[config.mk]
export PLATFORM = sky130hd
export DESIGN_NAME = lpc_led_pwm
export DESIGN_NICKNAME = d
export VERILOG_FILES = /design/src/rtl/lpc_pkg.sv /design/src/rtl/lpc_clk_div.sv /design/src/rtl/lpc_led_pwm.sv
export SDC_FILE = /design/constraint.sdc
export NUM_CORES = 1
export LEC_CHECK = 0
export BUFFER_PORTS_ARGS = -buffer_cell sky130_fd_sc_hd__buf_4
export CAP_MARGIN = 20
export CORE_ASPECT_RATIO = 0.8
export CORE_MARGIN = 2
export CORE_UTILIZATION = 45
export DETAILED_ROUTE_END_ITERATION = 7
export PLACE_DENSITY_LB_ADDON = 0.1
export SYNTH_ARGS = -nofsm -noshare
export SYNTH_HDL_FRONTEND = slang
export SYNTH_SLANG_ARGS = --single-unit
[constraint.sdc]
create_clock -name aclk -period 2.5 [get_ports aclk]
set_input_delay 0.25 -clock aclk [delete_from_list [all_inputs] [get_ports aclk]]
set_output_delay 0.25 -clock aclk [all_outputs]
set_load 0.02 [all_outputs]
[src/rtl/lpc_pkg.sv]
// Package with register map, field positions and reset values of the LED PWM controller.
package lpc_pkg;

  // AXI4-Lite widths.
  localparam int AXI_ADDR_W = 16;
  localparam int AXI_DATA_W = 32;

  // Register indices as printed; byte address is four times the index.
  localparam logic [15:0] CTRL_IDX = 16'h3400;
  localparam logic [15:0] DIV_IDX = 16'h3402;
  localparam logic [15:0] RED_IDX = 16'h3404;
  localparam logic [15:0] CTRL_ADDR = {CTRL_IDX[13:0], 2'b00};
  localparam logic [15:0] DIV_ADDR = {DIV_IDX[13:0], 2'b00};
  localparam logic [15:0] RED_ADDR = {RED_IDX[13:0], 2'b00};

  // Control register field positions.
  localparam int BLUE_EN_BIT = 11;
  localparam int GREEN_EN_BIT = 10;
  localparam int RED_EN_BIT = 9;
  localparam int WHITE_EN_BIT = 8;
  localparam int AUDIO_SEL_BIT = 5;
  localparam int AUDIO_EN_BIT = 4;
  localparam int POLARITY_BIT = 2;
  localparam int RGB_OE_BIT = 1;
  localparam int WHITE_OE_BIT = 0;

  // Writable bits of each register; all other bits read as zero.
  localparam logic [15:0] CTRL_WMASK = 16'h0f37;
  localparam logic [15:0] DIV_WMASK = 16'h000f;
  localparam logic [15:0] RED_WMASK = 16'h7f7f;

  // Red on/off point fields.
  localparam int RED_OFF_LSB = 8;
  localparam int RED_ON_LSB = 0;
  localparam int STEP_W = 7;

  // Reset values.
  localparam logic [15:0] CTRL_RESET = 16'h0000;
  localparam logic [15:0] DIV_RESET = 16'h0000;
  localparam logic [15:0] RED_RESET = 16'h0000;

  // Divider: highest valid code; codes above it stop the PWM clock.
  localparam logic [3:0] DIV_MAX_CODE = 4'h8;

  // AXI responses.
  localparam logic [1:0] RESP_OKAY = 2'b00;
  localparam logic [1:0] RESP_SLVERR = 2'b10;

endpackage

[src/rtl/lpc_clk_div.sv]
// Programmable divider that makes the step tick for the colour channels.
`timescale 1ns/10ps
module lpc_clk_div (
  input wire logic aclk,
  input wire logic aresetn,
  input wire logic run_ce,
  input wire logic [3:0] code,
  output logic tick
);
  import lpc_pkg::*;

  logic [3:0] cnt_reg;
  logic [3:0] limit;
  logic stopped;
  logic [4:0] twice;

  // Code 0 divides by one, code n divides by 2n, codes above eight stop.
  always_comb begin
    twice = {code, 1'b0} - 5'h01;
    limit = (code == 4'h0) ? 4'h0 : twice[3:0];
    stopped = (code > DIV_MAX_CODE);
  end

  // The counter restarts on any value at or past the limit, so a smaller code takes effect at once.
  always_ff @(posedge aclk) begin
    if (!aresetn) begin
      cnt_reg <= 4'h0;
      tick <= 1'b0;
    end else if (run_ce) begin
      if (stopped) begin
        cnt_reg <= 4'h0;
        tick <= 1'b0;
      end else if (cnt_reg >= limit) begin
        cnt_reg <= 4'h0;
        tick <= 1'b1;
      end else begin
        cnt_reg <= cnt_reg + 4'h1;
        tick <= 1'b0;
      end
    end
  end

endmodule

[src/rtl/lpc_led_pwm.sv]
// Four-channel LED pulse-width modulator with an AXI4-Lite register port.
// Notes on behaviour
// - Red enable low forces red PWM value to zero before polarity.
// - All colour enables low clears the 128-step counter to zero.
// - White enable low forces white PWM value to zero before polarity.
// - Audio gating enable lets the audio input gate the colour outputs.
// - Audio select low enables colours on high input, high on low.
// - Polarity low inverts all four pins; polarity high passes them straight.
// - Colour output enable low holds red, green and blue pins high.
// - White output enable low holds the white pin high.
// - Both output enables and all channel enables low stop the PWM clock.
// - Divide field sets colour step clock divider; white is unaffected.
// - Code zero divides by one, code n by 2n, up to 16.
// - Divide codes nine to fifteen stop the PWM clock.
// - Red off field is the turn-off step, coded as off time minus one.
// - Turn-on value zero starts the on phase at the first step.
// - Turn-off value 7fh keeps the LED on to the cycle end.
//
// Implementation choice: register access over AXI4-Lite.
`timescale 1ns/10ps
module lpc_led_pwm (
  input wire logic aclk,
  input wire logic aresetn,
  input wire logic clk_en,
  input wire logic [lpc_pkg::AXI_ADDR_W-1:0] awaddr,
  input wire logic awvalid,
  output logic awready,
  input wire logic [lpc_pkg::AXI_DATA_W-1:0] wdata,
  input wire logic [3:0] wstrb,
  input wire logic wvalid,
  output logic wready,
  output logic [1:0] bresp,
  output logic bvalid,
  input wire logic bready,
  input wire logic [lpc_pkg::AXI_ADDR_W-1:0] araddr,
  input wire logic arvalid,
  output logic arready,
  output logic [lpc_pkg::AXI_DATA_W-1:0] rdata,
  output logic [1:0] rresp,
  output logic rvalid,
  input wire logic rready,
  input wire logic audio_gate_in,
  output logic red_led_out,
  output logic green_led_out,
  output logic blue_led_out,
  output logic white_led_out
);
  import lpc_pkg::*;

  // Register state.
  logic [15:0] ctrl_reg;
  logic [15:0] div_reg;
  logic [15:0] red_reg;

  // Write channel holding state.
  logic aw_held_reg;
  logic w_held_reg;
  logic [15:0] aw_addr_reg;
  logic [15:0] w_data_reg;
  logic [1:0] w_strb_reg;
  logic do_write;
  logic [15:0] byte_mask;

  // PWM state.
  logic audio_meta_reg;
  logic audio_sync_reg;
  logic [STEP_W-1:0] step_cnt_reg;
  logic div_tick;
  logic pwm_run;
  logic run_ce;
  logic rgb_any_en;
  logic audio_ok;
  logic red_window;
  logic red_val;
  logic green_val;
  logic blue_val;
  logic white_val;
  logic [STEP_W-1:0] red_on;
  logic [STEP_W-1:0] red_off;
  logic pol;

  // Write address channel: take it once, hold it until the response is taken.
  always_ff @(posedge aclk) begin
    if (!aresetn) begin
      aw_held_reg <= 1'b0;
      aw_addr_reg <= 16'h0000;
      awready <= 1'b1;
    end else if (clk_en) begin
      if (awvalid && awready) begin
        aw_held_reg <= 1'b1;
        aw_addr_reg <= awaddr;
        awready <= 1'b0;
      end else if (bvalid && bready) begin
        aw_held_reg <= 1'b0;
        awready <= 1'b1;
      end
    end
  end

  // Write data channel: independent of the address so either may come first.
  always_ff @(posedge aclk) begin
    if (!aresetn) begin
      w_held_reg <= 1'b0;
      w_data_reg <= 16'h0000;
      w_strb_reg <= 2'b00;
      wready <= 1'b1;
    end else if (clk_en) begin
      if (wvalid && wready) begin
        w_held_reg <= 1'b1;
        w_data_reg <= wdata[15:0];
        w_strb_reg <= wstrb[1:0];
        wready <= 1'b0;
      end else if (bvalid && bready) begin
        w_held_reg <= 1'b0;
        wready <= 1'b1;
      end
    end
  end

  // A write commits in the cycle both halves are held and no response is pending.
  always_comb begin
    do_write = aw_held_reg && w_held_reg && !bvalid;
    byte_mask = {{8{w_strb_reg[1]}}, {8{w_strb_reg[0]}}};
  end

  // Write response; unmapped addresses answer with a slave error and change nothing.
  always_ff @(posedge aclk) begin
    if (!aresetn) begin
      bvalid <= 1'b0;
      bresp <= RESP_OKAY;
    end else if (clk_en) begin
      if (do_write) begin
        bvalid <= 1'b1;
        if (aw_addr_reg[15:2] == CTRL_ADDR[15:2]) begin
          bresp <= RESP_OKAY;
        end else if (aw_addr_reg[15:2] == DIV_ADDR[15:2]) begin
          bresp <= RESP_OKAY;
        end else if (aw_addr_reg[15:2] == RED_ADDR[15:2]) begin
          bresp <= RESP_OKAY;
        end else begin
          bresp <= RESP_SLVERR;
        end
      end else if (bvalid && bready) begin
        bvalid <= 1'b0;
      end
    end
  end

  // Register file. Reserved bits are masked off so they always read as zero.
  always_ff @(posedge aclk) begin
    if (!aresetn) begin
      ctrl_reg <= CTRL_RESET;
      div_reg <= DIV_RESET;
      red_reg <= RED_RESET;
    end else if (clk_en && do_write) begin
      if (aw_addr_reg[15:2] == CTRL_ADDR[15:2]) begin
        ctrl_reg <= ((ctrl_reg & ~byte_mask) | (w_data_reg & byte_mask)) & CTRL_WMASK;
      end else if (aw_addr_reg[15:2] == DIV_ADDR[15:2]) begin
        div_reg <= ((div_reg & ~byte_mask) | (w_data_reg & byte_mask)) & DIV_WMASK;
      end else if (aw_addr_reg[15:2] == RED_ADDR[15:2]) begin
        red_reg <= ((red_reg & ~byte_mask) | (w_data_reg & byte_mask)) & RED_WMASK;
      end
    end
  end

  // Read channel: one read at a time, answered in the cycle after the address is taken.
  always_ff @(posedge aclk) begin
    if (!aresetn) begin
      arready <= 1'b1;
      rvalid <= 1'b0;
      rdata <= 32'h00000000;
      rresp <= RESP_OKAY;
    end else if (clk_en) begin
      if (arvalid && arready) begin
        arready <= 1'b0;
        rvalid <= 1'b1;
        if (araddr[15:2] == CTRL_ADDR[15:2]) begin
          rdata <= {16'h0000, ctrl_reg};
          rresp <= RESP_OKAY;
        end else if (araddr[15:2] == DIV_ADDR[15:2]) begin
          rdata <= {16'h0000, div_reg};
          rresp <= RESP_OKAY;
        end else if (araddr[15:2] == RED_ADDR[15:2]) begin
          rdata <= {16'h0000, red_reg};
          rresp <= RESP_OKAY;
        end else begin
          rdata <= 32'h00000000;
          rresp <= RESP_SLVERR;
        end
      end else if (rvalid && rready) begin
        rvalid <= 1'b0;
        arready <= 1'b1;
      end
    end
  end

  // The audio pin is asynchronous, so it passes two flip-flops before use.
  always_ff @(posedge aclk) begin
    if (!aresetn) begin
      audio_meta_reg <= 1'b0;
      audio_sync_reg <= 1'b0;
    end else if (clk_en) begin
      audio_meta_reg <= audio_gate_in;
      audio_sync_reg <= audio_meta_reg;
    end
  end

  // Run control. The PWM logic only advances while some enable is set.
  always_comb begin
    rgb_any_en = ctrl_reg[RED_EN_BIT] | ctrl_reg[GREEN_EN_BIT] | ctrl_reg[BLUE_EN_BIT];
    pwm_run = rgb_any_en | ctrl_reg[WHITE_EN_BIT] | ctrl_reg[RGB_OE_BIT] | ctrl_reg[WHITE_OE_BIT];
    run_ce = clk_en && pwm_run;
    red_on = red_reg[RED_ON_LSB +: STEP_W];
    red_off = red_reg[RED_OFF_LSB +: STEP_W];
    pol = ctrl_reg[POLARITY_BIT];
  end

  // Step clock divider for the colour channels only.
  lpc_clk_div u_div (
    .aclk(aclk),
    .aresetn(aresetn),
    .run_ce(run_ce),
    .code(div_reg[3:0]),
    .tick(div_tick)
  );

  // Step counter wraps naturally at 128; held at zero while no colour channel is enabled.
  always_ff @(posedge aclk) begin
    if (!aresetn) begin
      step_cnt_reg <= 7'h00;
    end else if (clk_en) begin
      if (!rgb_any_en) begin
        step_cnt_reg <= 7'h00;
      end else if (run_ce && div_tick) begin
        step_cnt_reg <= step_cnt_reg + 7'h01;
      end
    end
  end

  // Internal PWM values before polarity and output enables.
  always_comb begin
    audio_ok = !ctrl_reg[AUDIO_EN_BIT] || (audio_sync_reg ^ ctrl_reg[AUDIO_SEL_BIT]);
    red_window = (step_cnt_reg >= red_on) && (step_cnt_reg <= red_off);
    red_val = ctrl_reg[RED_EN_BIT] && red_window && audio_ok;
    // Green and blue have no points in this block, so they run fully on when enabled.
    green_val = ctrl_reg[GREEN_EN_BIT] && audio_ok;
    blue_val = ctrl_reg[BLUE_EN_BIT] && audio_ok;
    white_val = ctrl_reg[WHITE_EN_BIT];
  end

  // Pin stage: disabled groups are held high, otherwise polarity decides inversion.
  always_ff @(posedge aclk) begin
    if (!aresetn) begin
      red_led_out <= 1'b1;
      green_led_out <= 1'b1;
      blue_led_out <= 1'b1;
      white_led_out <= 1'b1;
    end else if (clk_en) begin
      red_led_out <= !ctrl_reg[RGB_OE_BIT] || (red_val == pol);
      green_led_out <= !ctrl_reg[RGB_OE_BIT] || (green_val == pol);
      blue_led_out <= !ctrl_reg[RGB_OE_BIT] || (blue_val == pol);
      white_led_out <= !ctrl_reg[WHITE_OE_BIT] || (white_val == pol);
    end
  end
endmodule

==> results of run 1 <==
[path summary, 6_finish.rpt]
path,start,endpoint,slack (ns),cells after the start
max,flop,u_div.cnt_reg[2]$_SDFFE_PN0N_,0.19,8
min reg2reg,w_data_reg[14]$_SDFFE_PN0P_,flop,0.45,2
min,awaddr[15],aw_addr_reg[15]$_SDFFE_PN0P_,0.16,3
max reg2reg,flop,u_div.cnt_reg[2]$_SDFFE_PN0N_,0.19,8
[through the flow]
step	area [um2]	util	hold slack, ns	power [mW]
2_1_floorplan	4780	-	0.385	1.82
3_3_place_gp	5330	0.523	0.440	1.90
3_5_place_dp	5330	0.523	0.445	1.90
4_1_cts	5640	0.553	0.146	3.33
5_1_grt	5650	0.554	0.151	3.42
6_report	5650	0.554	0.155	3.29
[cell families (layout without fill, tap and decap cells)]
group	Yosys count	after routing	share of synthesized area
fa+ha+maj	20	20	0.0532
flops	98	98	0.417
other cells	1	20	0.000797
mux	22	22	0.0468
simple gates	210	210	0.234
buf+inv	65	118	0.0691
compound gates	121	121	0.166
xor+xnor	7	7	0.0130
[Yosys cell counts (4+ instances only)]
master and instances:
o21ai_0 24, nand2_1 102, o21ai_1 5, buf_4 21, ha_1 20, a21boi_0 33
nand3_1 22, or3_1 7, inv_1 20, nand2b_1 4, a22oi_1 12, a21boi_1 6
xnor2_1 4, dfxtp_1 98, nor2_1 12, and3_1 4, clkbuf_1 21, nor2b_1 31
mux2i_1 22, a21oi_1 24
[metal layers]
metal | vias to the layer above | GRT usage | share of wire
li1 | 1982 | - | -
met1 | 1761 | 0.259 | 0.50
met2 | 96 | 0.301 | 0.44
met3 | 9 | 0.0467 | 0.054
met4 | 0 | 0.0602 | 0.010
met5 | - | 0 | 0
[timing repair]
action | 4_1_cts | 5_1_grt
setup endpoints to repair | 1 | 3
gates resized for setup | 1 | 1
endpoints found under the hold margin | 0 | 0
setup buffers | 0 | 0
[worst min-delay path: stages]
cell and delay, ns:
buf_4 0.11, nand2_1 0.04, a21boi_0 0.06
[cell type report]
class,instances,area (um2),share of cell area
clock inverter,7,82.6,0.0146
sequential,98,1960,0.348
clock buffer,9,225,0.0399
inverter,20,75.1,0.0133
tap,140,175,0.0310
timing repair buffer,82,628,0.111
multi-input combinational,400,2500,0.442
[where the power goes]
group / total (mW) / internal, mW / switching, mW
clock: 1.43 / 0.793 / 0.632
combinational: 0.245 / 0.111 / 0.134
sequential: 1.62 / 1.59 / 0.0260
==> flow_summary.toml, run 1 <==
[drt]
drc_errors = 0
routed_wl_um = 10400
firstDrtPassIters = 4
via_per_inst = 5.09
avgRoutedWirePerCell_um = 13.7
num_vias = 3848
ant_nets = 0
dr.first_iter.drc_count = 197

[finish]
nNetsFinal = 708
drive_above_1_share = 0.182
fill_cells = 989
diodes = 0
final_cell_mix = "102 x nand2_1, 98 x dfxtp_1, 81 x buf_4, 33 x a21boi_0, 31 x nor2b_1"
fin_cells = 756
area_delta_synth_final_pct = 19.9
final_common_cell = "nand2_1"

[power]
max-vdd-ir-drop_v = 0.000396
p_leak_nw = 2.14
powerDensity_nw_per_um2 = 583

[yosys]
synth_cell_types = 56
synth_area_leaders = "dfxtp_1 42%, nand2_1 8.1%, ha_1 5.3%, a21boi_0 5.3%, mux2i_1 4.7%"
synth_top_cell_by_area = "dfxtp_1"
yosys_most_used_dff = "dfxtp_1"
seq_area_frac_synth = 0.417
syn_area_um2 = 4710
yosys.area.top_type_share = 0.417
ys_warn_count = 0
ys_ff_latch = 98
synth_enable_flop_cells = 0
ys_async_sr_fraction = 0
syn_inst = 544
synth_area_per_cell_um2 = 8.65

[global_route]
antenna_found_initial = 0
grt_pass1_wl_um = 17100
grt_usage = 0.191
grt_max_degree = 78
grt_pass1_vias = 3480
grt_overflow = 0

[placed_design]
dp_slack_ns = 0.0294
placedCellCount = 740
hpwl_um = 7630
gp_congestion = 0.784
port_buffers = 77

[critical_path]
critPathCaptureType = "flop"
worstPathArrival_ns = 2.59
cp_cell_sequence = "or2_2, nor3b_1, a21oi_1, ha_1, a2111oi_2, o211ai_1, or2_2, o2bb2ai_1"
crit_path_start_kind = "flop"
cp_slowest_cell = "a2111oi_2"
cp_num_buf_inv = 0
crit_top_cell = "or2_2"
path_max_fanout = 4
required_ns = 2.78
crit_family = "simple AND/OR/NAND/NOR gates"
crit_type = "reg -> reg"
slowest_delay_ns = 0.40

[sta]
fin_crit_ns = 2.31
grt_setup_unrepaired = "false"
fin_ws_ns = 0.191
final_max_slew_viol_count = 0
setup_viol = 0
min_period_over_period = 0.924
worst_pin_slew_ns = 0.726
skew_ns = 0.00763
fin_setup_tns_ns = 0
hold_viol_final = 0
fmax_mhz = 433
relSlewSlack = 0.511

[die]
initial_utilization = 0.462
dieArea_um2 = 11300
io_pins = 122
fp.dieH_um = 95.5
core_area_um2 = 10200
die_x_um = 118
num_rows = 33

[clocking]
postCtsHoldBufs = 0
clkTransAtPathRegs_ns = 0.07
clk_latency_ns = 0.35
root_buffer = "clkbuf_16"
clk_path_buf_depth = 2
htree_levels = 3
cts_buffers = 9
cts_tree = "yes"
clock_sinks = 98

[min_path]
hold_path.class = "in -> reg"

[run_status]
status = "finished, final reports clean"

[job]
max_cap_violations = 0
No activity file was read; power rests on OpenSTA's default activity.
==> run 2, diff against run 1 <==
==> constraint.sdc (replaced) <==
create_clock -name aclk -period 2.5 [get_ports aclk]
set_input_delay 0.375 -clock aclk [delete_from_list [all_inputs] [get_ports aclk]]
set_output_delay 0.375 -clock aclk [all_outputs]
set_load 0.02 [all_outputs]
==> run 2 against run 1 <==
Net effect: wire length rose by 2.6%; die area did not move; maximum frequency down 0.53%; non-clock buffer count rose by 1; total power down 0.58%; sequential power about the same; via count is 1.5% lower; critical path depth unchanged; critical path type unchanged; highest routed layer unchanged.
==> flow_summary.toml, run 2 (synthesized netlist as in run 1, its figures left out) <==
[finish]
fin_cells = 757
nNetsFinal = 709
post-route-util = 0.553
design_area_um2 = 5640
drive_above_1_share = 0.182
final_cell_mix = "102 x nand2_1, 98 x dfxtp_1, 83 x buf_4, 33 x a21boi_0, 31 x nor2b_1"
final_common_cell = "nand2_1"
area_delta_synth_final_pct = 19.8
diodes = 0

[die]
num_rows = 33
initial_utilization = 0.462
fp.dieH_um = 95.5
core_area_um2 = 10200
dieArea_um2 = 11300
io_pins = 122
die_x_um = 118

[clocking]
cts_tree = "yes"
clk_latency_ns = 0.34
clock_sinks = 98
clkTransAtPathRegs_ns = 0.07
cts_setup_buffers = 0
cts_buffers = 9
clk_path_buf_depth = 2
root_buffer = "clkbuf_16"
postCtsHoldBufs = 0
htree_levels = 3

[placed_design]
port_buffers = 77
gp_congestion = 0.801
placedCellCount = 741
dpl_cell_area_um2 = 5330
dp_slack_ns = 0.0464
hpwl_um = 8000

[critical_path]
required_ns = 2.78
path_max_fanout = 4
crit_type = "reg -> reg"
reg2regPathDepth = 8
worstPathArrival_ns = 2.60
crit_path_start_kind = "flop"
critPathCaptureType = "flop"

[power]
max-vdd-ir-drop_v = 0.000475
power_mw = 3.27
powerDensity_nw_per_um2 = 580
p_leak_nw = 2.14

[min_path]
min_path_cells = 3
hold_path.class = "in -> reg"

[drt]
num_vias = 3790
ant_nets = 0
drc_errors = 0
avgRoutedWirePerCell_um = 14.0
firstDrtPassIters = 5
dr.first_iter.drc_count = 148
via_per_inst = 5.01
routed_wl_um = 10600

[global_route]
grt_overflow = 0
grt_max_degree = 64
antenna_found_initial = 0
grt_usage = 0.196
grt_pass1_vias = 3542
grt_pass1_wl_um = 17600

[sta]
fin_ws_ns = 0.178
final_max_slew_viol_count = 0
fmax_mhz = 431
fin_crit_ns = 2.32
hold_viol_final = 0
relSlewSlack = 0.522
skew_ns = 0.00393
setup_viol = 0
worst_pin_slew_ns = 0.709
min_period_over_period = 0.929

[run_status]
status = "finished, final reports clean"

[job]
max_cap_violations = 0
run 2: final cells by class:
class                           instances  area (um2)
Timing Repair Buffer                   83         623
Multi-Input combinational cell        400        2500
Tap cell                              140         175
Fill cell                             979        4560
Sequential cell                        98        1960
Clock inverter                          5        62.6
Clock buffer                           11         243
Inverter                               20        75.1
run 2: layer usage:
layer	GRT usage	share of wire	vias up
met4	0.0633	0.013	0
met2	0.308	0.43	89
met1	0.266	0.50	1716
met5	0	0	-
met3	0.0478	0.053	13
li1	-	-	1972
run 2: final timing paths:
path | from | end | slack [ns]
worst max-delay path | flop | u_div.cnt_reg[2]$_SDFFE_PN0N_ | 0.18
worst min-delay path | awaddr[4] | aw_addr_reg[4]$_SDFFE_PN0P_ | 0.28
worst max register to register | flop | u_div.cnt_reg[2]$_SDFFE_PN0N_ | 0.18
worst min register to register | w_data_reg[13]$_SDFFE_PN0P_ | flop | 0.45
run 2: worst max-delay path, cell delays in order, from the launching register on:
cell and delay, ns:
dfxtp_1 0.33, or2_2 0.33, nor3b_1 0.20, a21oi_1 0.07, ha_1 0.21, a2111oi_2 0.41
o211ai_1 0.22, or2_2 0.36, o2bb2ai_1 0.13
run 2: timing repair:
action / CTS / global route
resized for setup: 0 / 2
endpoints found under the setup margin: 0 / 3
hold endpoints to repair: 0 / 0
run 2: power by group:
part           leakage (nW)  total, mW  switching [mW]  internal, mW
logic                  1.20      0.245           0.135         0.109
registers             0.794       1.62          0.0268          1.59
clock network         0.142       1.40           0.597         0.808
run 2: through the flow:
| step | setup TNS (ns) | hold WS [ns] |
|---|---|---|
| 3_3_place_gp | 0 | 0.439 |
| 5_1_grt | -0.0122 | 0.269 |
| 6_report | 0 | 0.277 |
| 2_1_floorplan | 0 | 0.429 |
| 3_5_place_dp | 0 | 0.445 |
| 4_1_cts | 0 | 0.267 |
